**src/inc/acmc_pkg.sv**
```systemverilog
// Constants and types for the conversion-mode control of a 16-channel analog input board.
// Assumes a 200 MHz core clock; straps and switches arrive as raw pins.
package acmc_pkg;
  // ==========================================================
  // Timing
  localparam int unsigned CLK_MHZ = 200;
  localparam int unsigned AUTO_DELAY_MS = 50;
  localparam int unsigned AUTO_DELAY_CYC = AUTO_DELAY_MS * 1000 * CLK_MHZ;
  localparam int DELAY_W = 24;

  // ==========================================================
  // Locations and fields
  localparam logic [1:0] OFS_START_WIDE = 2'h0;
  localparam logic [1:0] OFS_START_NARROW = 2'h1;
  localparam logic [1:0] OFS_GAIN_CHAN = 2'h2;
  localparam logic [1:0] OFS_UNUSED = 2'h3;
  localparam int GAIN_MSB = 5;
  localparam int GAIN_LSB = 4;
  localparam int CHAN_MSB = 3;
  localparam int CHAN_LSB = 0;
  localparam int CHANNELS = 16;

  // ==========================================================
  // Gain codes and reset values
  localparam logic [1:0] GAIN_10V = 2'h0;
  localparam logic [1:0] GAIN_5V = 2'h1;
  localparam logic [1:0] GAIN_2V5 = 2'h2;
  localparam logic [1:0] GAIN_1V25 = 2'h3;
  localparam logic [1:0] GAIN_RST = GAIN_10V;
  localparam logic [3:0] CHAN_RST = 4'h0;
  localparam logic [11:0] RESULT_RST = 12'h000;

  typedef enum logic [1:0] {
    ST_IDLE = 2'b00,
    ST_WAIT = 2'b01,
    ST_CONV = 2'b11
  } acmc_state_e;

  typedef struct packed {
    logic auto_convert_strap;
    logic resolution_strap;
    logic fixed_gain;
    logic gain_switch_bit_a;
    logic gain_switch_bit_b;
  } acmc_straps_s;

  typedef struct packed {
    logic wide;
    logic [3:0] channel;
    logic [1:0] gain;
  } acmc_req_s;
endpackage

```
**src/rtl/acmc_ctrl.sv**
```systemverilog
// Conversion-mode control: cable register decode, strap handling and converter launch.
// Assumes a converter on core_clk that answers conv_start with a conv_done pulse.
//
// The address-and-strobe port and the address map were decided locally.
`timescale 1ns/1ps
module acmc_ctrl #(
  parameter int unsigned AUTO_DELAY_CYCLES = acmc_pkg::AUTO_DELAY_CYC
) (
  input wire logic core_clk,
  input wire logic rst,
  input wire logic [1:0] bus_addr,
  input wire logic [7:0] bus_wdata,
  input wire logic bus_wr,
  input wire logic bus_rd,
  output logic [7:0] bus_rdata,
  input wire acmc_pkg::acmc_straps_s strap_pins,
  input wire logic conv_done,
  input wire logic [11:0] conv_result,
  output logic conv_start,
  output acmc_pkg::acmc_req_s conv_req,
  output logic busy
);
  import acmc_pkg::*;

  // ==========================================================
  // Strap synchronisers
  acmc_straps_s strap_meta;
  acmc_straps_s straps;

  always_ff @(posedge core_clk or posedge rst) begin
    if (rst) begin
      strap_meta <= '0;
      straps <= '0;
    end else begin
      strap_meta <= strap_pins;
      straps <= strap_meta;
    end
  end

  // ==========================================================
  // Gain selection
  function automatic logic [1:0] eff_gain(input acmc_straps_s s, input logic [CHANNELS-1:0][1:0] tab,
                                          input logic [3:0] ch);
    if (s.fixed_gain) begin
      eff_gain = {s.gain_switch_bit_a, s.gain_switch_bit_b};
    end else begin
      eff_gain = tab[ch];
    end
  endfunction

  // ==========================================================
  // Control state
  acmc_state_e state, next_state;
  logic [DELAY_W-1:0] cnt, next_cnt;
  logic [CHANNELS-1:0][1:0] gain_tab, next_gain_tab;
  logic [3:0] sel_chan, next_sel_chan;
  logic [11:0] result, next_result;
  acmc_req_s next_req;
  logic next_start;
  logic next_busy;
  logic [7:0] next_rdata;
  logic sgc_wr;
  logic [3:0] wr_chan;
  logic launch;
  logic launch_wide;

  always_comb begin
    next_state = state;
    next_cnt = cnt;
    next_gain_tab = gain_tab;
    next_sel_chan = sel_chan;
    next_result = result;
    next_req = conv_req;
    next_start = 1'b0;
    next_rdata = 8'h00;
    launch = 1'b0;
    launch_wide = 1'b0;
    sgc_wr = bus_wr && (bus_addr == OFS_GAIN_CHAN);
    wr_chan = bus_wdata[CHAN_MSB:CHAN_LSB];
    if (sgc_wr) begin
      next_gain_tab[wr_chan] = bus_wdata[GAIN_MSB:GAIN_LSB];
      next_sel_chan = wr_chan;
    end
    // Low byte carries the last four bits left-justified; narrow results read as zeros there
    if (bus_rd && bus_addr == OFS_START_WIDE) begin
      next_rdata = result[11:4];
    end else if (bus_rd && bus_addr == OFS_START_NARROW) begin
      next_rdata = {result[3:0], 4'h0};
    end else begin
      next_rdata = 8'h00;
    end
    case (state)
      ST_IDLE: begin
        if (sgc_wr && straps.auto_convert_strap) begin
          next_state = ST_WAIT;
          next_cnt = DELAY_W'(AUTO_DELAY_CYCLES);
        end else if (bus_wr && bus_addr == OFS_START_WIDE) begin
          launch = 1'b1;
          launch_wide = straps.resolution_strap;
        end else if (bus_wr && bus_addr == OFS_START_NARROW) begin
          launch = 1'b1;
        end
      end
      ST_WAIT: begin
        // A fresh gain/channel write restarts the wait so the latest channel is sampled
        if (sgc_wr) begin
          next_cnt = DELAY_W'(AUTO_DELAY_CYCLES);
        end else if (cnt <= DELAY_W'(1)) begin
          launch = 1'b1;
          launch_wide = straps.resolution_strap;
        end else begin
          next_cnt = cnt - DELAY_W'(1);
        end
      end
      ST_CONV: begin
        if (conv_done) begin
          next_result = conv_result;
          next_state = ST_IDLE;
        end
      end
      default: next_state = ST_IDLE;
    endcase
    if (launch) begin
      next_start = 1'b1;
      next_state = ST_CONV;
      next_req.wide = launch_wide;
      next_req.channel = next_sel_chan;
      next_req.gain = eff_gain(straps, next_gain_tab, next_sel_chan);
    end
    // Taken from the next state so busy rises together with conv_start, or on entering ST_WAIT after an auto write
    next_busy = (next_state != ST_IDLE);
  end

  always_ff @(posedge core_clk or posedge rst) begin
    if (rst) begin
      state <= ST_IDLE;
      cnt <= '0;
      gain_tab <= {CHANNELS{GAIN_RST}};
      sel_chan <= CHAN_RST;
      result <= RESULT_RST;
      conv_req <= '0;
      conv_start <= 1'b0;
      bus_rdata <= 8'h00;
      busy <= 1'b0;
    end else begin
      state <= next_state;
      cnt <= next_cnt;
      gain_tab <= next_gain_tab;
      sel_chan <= next_sel_chan;
      result <= next_result;
      conv_req <= next_req;
      conv_start <= next_start;
      bus_rdata <= next_rdata;
      busy <= next_busy;
    end
  end
endmodule

```
**config.mk**
```make
export PLATFORM = sky130hd
export DESIGN_NAME = acmc_ctrl
export DESIGN_NICKNAME = d
export VERILOG_FILES = /design/src/inc/acmc_pkg.sv /design/src/rtl/acmc_ctrl.sv
export SDC_FILE = /design/constraint.sdc
export NUM_CORES = 1
export LEC_CHECK = 0
export BUFFER_PORTS_ARGS = -buffer_cell sky130_fd_sc_hd__buf_2
export CORE_MARGIN = 2
export CORE_UTILIZATION = 53
export DETAILED_ROUTE_END_ITERATION = 7
export PLACE_DENSITY = 0.79
export SETUP_SLACK_MARGIN = 0.3
export SLEW_MARGIN = 10
export SYNTH_ARGS = -nofsm -noshare
export SYNTH_HDL_FRONTEND = slang
export SYNTH_SLANG_ARGS = --single-unit
```
**constraint.sdc**
```tcl
create_clock -name core_clk -period 2.98 [get_ports core_clk]
set_input_delay 0.149 -clock core_clk [delete_from_list [all_inputs] [get_ports core_clk]]
set_output_delay 0.149 -clock core_clk [all_outputs]
set_load 0.1 [all_outputs]
```
==> impl_metrics.csv <==
group,metric,value,unit
die,start_util,0.536,
power_and_ir_drop,power_density,823,nW/um^2
cells_and_area,syn2layout_area_growth,15.6,%
sta,clock-skew-final,0.0167,ns
synth,syn_nets,428,
detailed_routing,drt_iter0_markers,195,
sta,holdWs,0.0237,ns
global_routing,grt_pass1_vias,3326,
die,die_h,97.2,um
clock_network,cts_buffers,9,
cells_and_area,fin_area,5320,sq um
setup_path,crit_path_end_kind,"flop",
global_routing,grt_overflow,0,
sta,relSlewSlack,0.559,
placed_design,globalplace.congestion,0.888,
cells_and_area,drive_gt1_frac,0.288,
power_and_ir_drop,netSwitchingPower,0.00184,W
detailed_routing,via_per_inst,5.55,
sta,tightest_slew,0.655,ns
setup_path,crit_slowest_cell,"dfrtp_1",
setup_path,crit_path_max_incr_delay,0.48,ns
synth,ys_warn_count,0,
sta,rsz0062_at_grt,"true",
die,dieArea,9450,sq um
global_routing,grt_pass1_wl,16500,um
placed_design,dp_hpwl,6320,um
synth,ys_seq_area_frac,0.549,
clock_network,clk_pin_slew_worst_paths,0.11,ns
clock_network,cts_htree_levels,3,
detailed_routing,wl_per_cell,16.2,um
cells_and_area,fillers,680,
power_and_ir_drop,comb_power_share,0.374,
cells_and_area,final_cell_mix,"dfrtp_1 (101), buf_2 (46), nor2_1 (41), mux2_2 (41), nand2_1 (23)",
placed_design,pre_cts_slack,0.401,ns
placed_design,place_area,4940,sq um
clock_network,clock-sinks,101,
sta,min_period,2.53,ns
setup_path,crit_required,3.24,ns
synth,yosys-top-cells-area,"dfrtp_1 (55%), mux2_2 (10%), mux2i_1 (3.7%)",
die,die-width,97.2,um
sta,clock.fmax,0.395,GHz
sta,setup_viol,0,
die,rows,34,
setup_path,path_common_cell,"nor4_4",
clock_network,cts_tree,"yes",
synth,synthArstFlopShare,1.00,
placed_design,place_inst,539,
hold_path,hp-class,"input port to flop",
run,maxCapViolCount,0,
cells_and_area,final_common_cell,"dfrtp_1",
synth,syn_inst,394,
setup_path,cp-start-kind,"flop",
power_and_ir_drop,vdd_drop_max,0.000845,V
global_routing,track_usage,0.213,
synth,synth_cell_types,57,
detailed_routing,drt_pass1_iterations,4,
power_and_ir_drop,p_seq_frac,0.426,
global_routing,grt_antenna_before_repair,0,
setup_path,crit_buf_inv,1,
clock_network,clockBufferDepth,2,
synth,synth_flop_cell,"dfrtp_1",
cells_and_area,antenna_cells,0,
setup_path,crit_family,"simple AND/OR/NAND/NOR gates",
setup_path,critPathArrivalTime,2.79,ns
detailed_routing,drc,0,
sta,fin_tns_setup,0,ns
synth,synth_seq_cells,101,
detailed_routing,postRouteAntennaNets,0,
synth,syn_area_per_cell,11.7,sq um
sta,fin_crit_sh,0.849,
power_and_ir_drop,p_int,0.00254,W
global_routing,grt_max_degree,102,
synth,synth.largest_area_cell,"dfrtp_1",
power_and_ir_drop,swShare,0.419,
outcome,status,"completed",
sta,drv_slew,0,
die,num_io_pins,49,
cells_and_area,finalNonFillerCells,573,
detailed_routing,vias,3179,
clock_network,clock_latency,0.38,ns
synth,synth_edf_count,0,
cells_and_area,nets,494,
power_and_ir_drop,power_frac_clock,0.201,
clock_network,cts_root_buf,"clkbuf_8",
synth,synthesis.area,4610,sq um
setup_path,path_max_fanout,17,
sta,finalHoldViolations,0,
setup_path,path_cells,"nor4_4, nand4b_1, nor3_2, nor2_1, nor4_4, buf_4, mux2i_1, a31oi_1",
placed_design,io_buffers,46,
die,coreArea,8590,sq um
setup_path,worstSetupPathType,"flop to flop",
detailed_routing,wl,9270,um
power_and_ir_drop,p_leak,2.43,nW
sta,postLayoutSetupSlackWorst,0.449,ns
synth,netlist.area_leader.share,0.549,
power by group through the flow:
stage / combinational [W] / clock [W] / sequential [W]
2_1_floorplan: 0.000822 / 0 / 0.00235
3_3_place_gp: 0.00157 / 0 / 0.00186
3_5_place_dp: 0.00161 / 0 / 0.00189
4_1_cts: 0.00164 / 0.000901 / 0.00186
5_1_grt: 0.00179 / 0.000953 / 0.00190
6_report: 0.00164 / 0.000880 / 0.00187
final timing paths:
path | to | start | slack [ns] | cells after the start
max | conv_req[0] | cnt[10] | 0.45 | 8
min | result[4] | conv_result[4] | 0.02 | 2
max reg2reg | conv_req[0] | cnt[10] | 0.45 | 8
min reg2reg | straps[3] | strap_meta[3] | 0.35 | 0
max in group asynchronous | gain_tab[3] | rst | 2.10 | 4
min in group asynchronous | result[3] | rst | 0.48 | 4
metrics by stage:
step	utilization	power, W
after floorplan	-	0.00317
after global placement	0.575	0.00344
after detailed placement	0.575	0.00350
final	0.620	0.00438
after CTS	0.619	0.00440
after global routing	0.620	0.00464
per-layer routing:
layer	up-vias	wire, um	track usage
met5	-	0	0
met4	0	146	0.0630
met3	14	311	0.0460
met2	67	4640	0.348
met1	1569	4170	0.289
li1	1529	-	-
what timing repair did:
item | 4_1_cts | 5_1_grt
gates resized for setup | 0 | 1
setup endpoints to repair | 0 | 7
hold endpoints to repair | 118 | 0
hold buffers | 18 | 0
setup buffers | 0 | 0
sequential cells by signal (all words and copies together), names as in the netlist, 2 cells and up:
signal      cells
bus_rdata       8
cnt            24
conv_req        7
gain_tab       32
result         12
sel_chan        4
state           2
strap_meta      5
straps          5
logic make-up (layout without fill, tap and decap cells):
| family | count (synthesis) | count (layout) | share of synthesized area |
|---|---|---|---|
| flip-flops | 101 | 101 | 0.549 |
| multiplexers | 61 | 61 | 0.146 |
| AO/OA/AOI/OAI | 53 | 53 | 0.0842 |
| adder cells (fa/ha/maj) | 2 | 2 | 0.00543 |
| buffers and inverters | 30 | 101 | 0.0315 |
| XOR/XNOR | 14 | 14 | 0.0266 |
| AND/OR/NAND/NOR | 133 | 133 | 0.157 |
cell type report:
class / count / area (sq um) / area share
multi-input cells: 263 / 1940 / 0.364
inverters: 16 / 65.1 / 0.0122
clock inverters: 6 / 60.1 / 0.0113
well taps: 108 / 135 / 0.0254
clock buffers: 10 / 138 / 0.0259
flip-flops and latches: 101 / 2530 / 0.475
repair buffers: 69 / 460 / 0.0865
cells in the mapped netlist, types with 2 or more instances:
master and instances:
and3_1 2, nor4_1 11, o22ai_1 8, and2_1 4
o21ai_0 9, mux2i_1 17, nand4b_1 5, a31oi_1 2
clkbuf_1 6, nand3_1 12, o41ai_1 4, ha_1 2
xnor2_1 11, a2111oi_2 2, buf_1 2, inv_1 15
buf_2 2, mux2_4 2, buf_6 2, mux2_2 41
nand2b_1 6, nor2_1 41, or2_2 3, nand4_1 2
a21oi_1 14, nand2_1 23, xor2_1 3, o22a_2 2
nor4_4 2, nor3_1 11, o21a_1 2, dfrtp_1 101
Note: power is estimated with default switching activity, not from simulation.
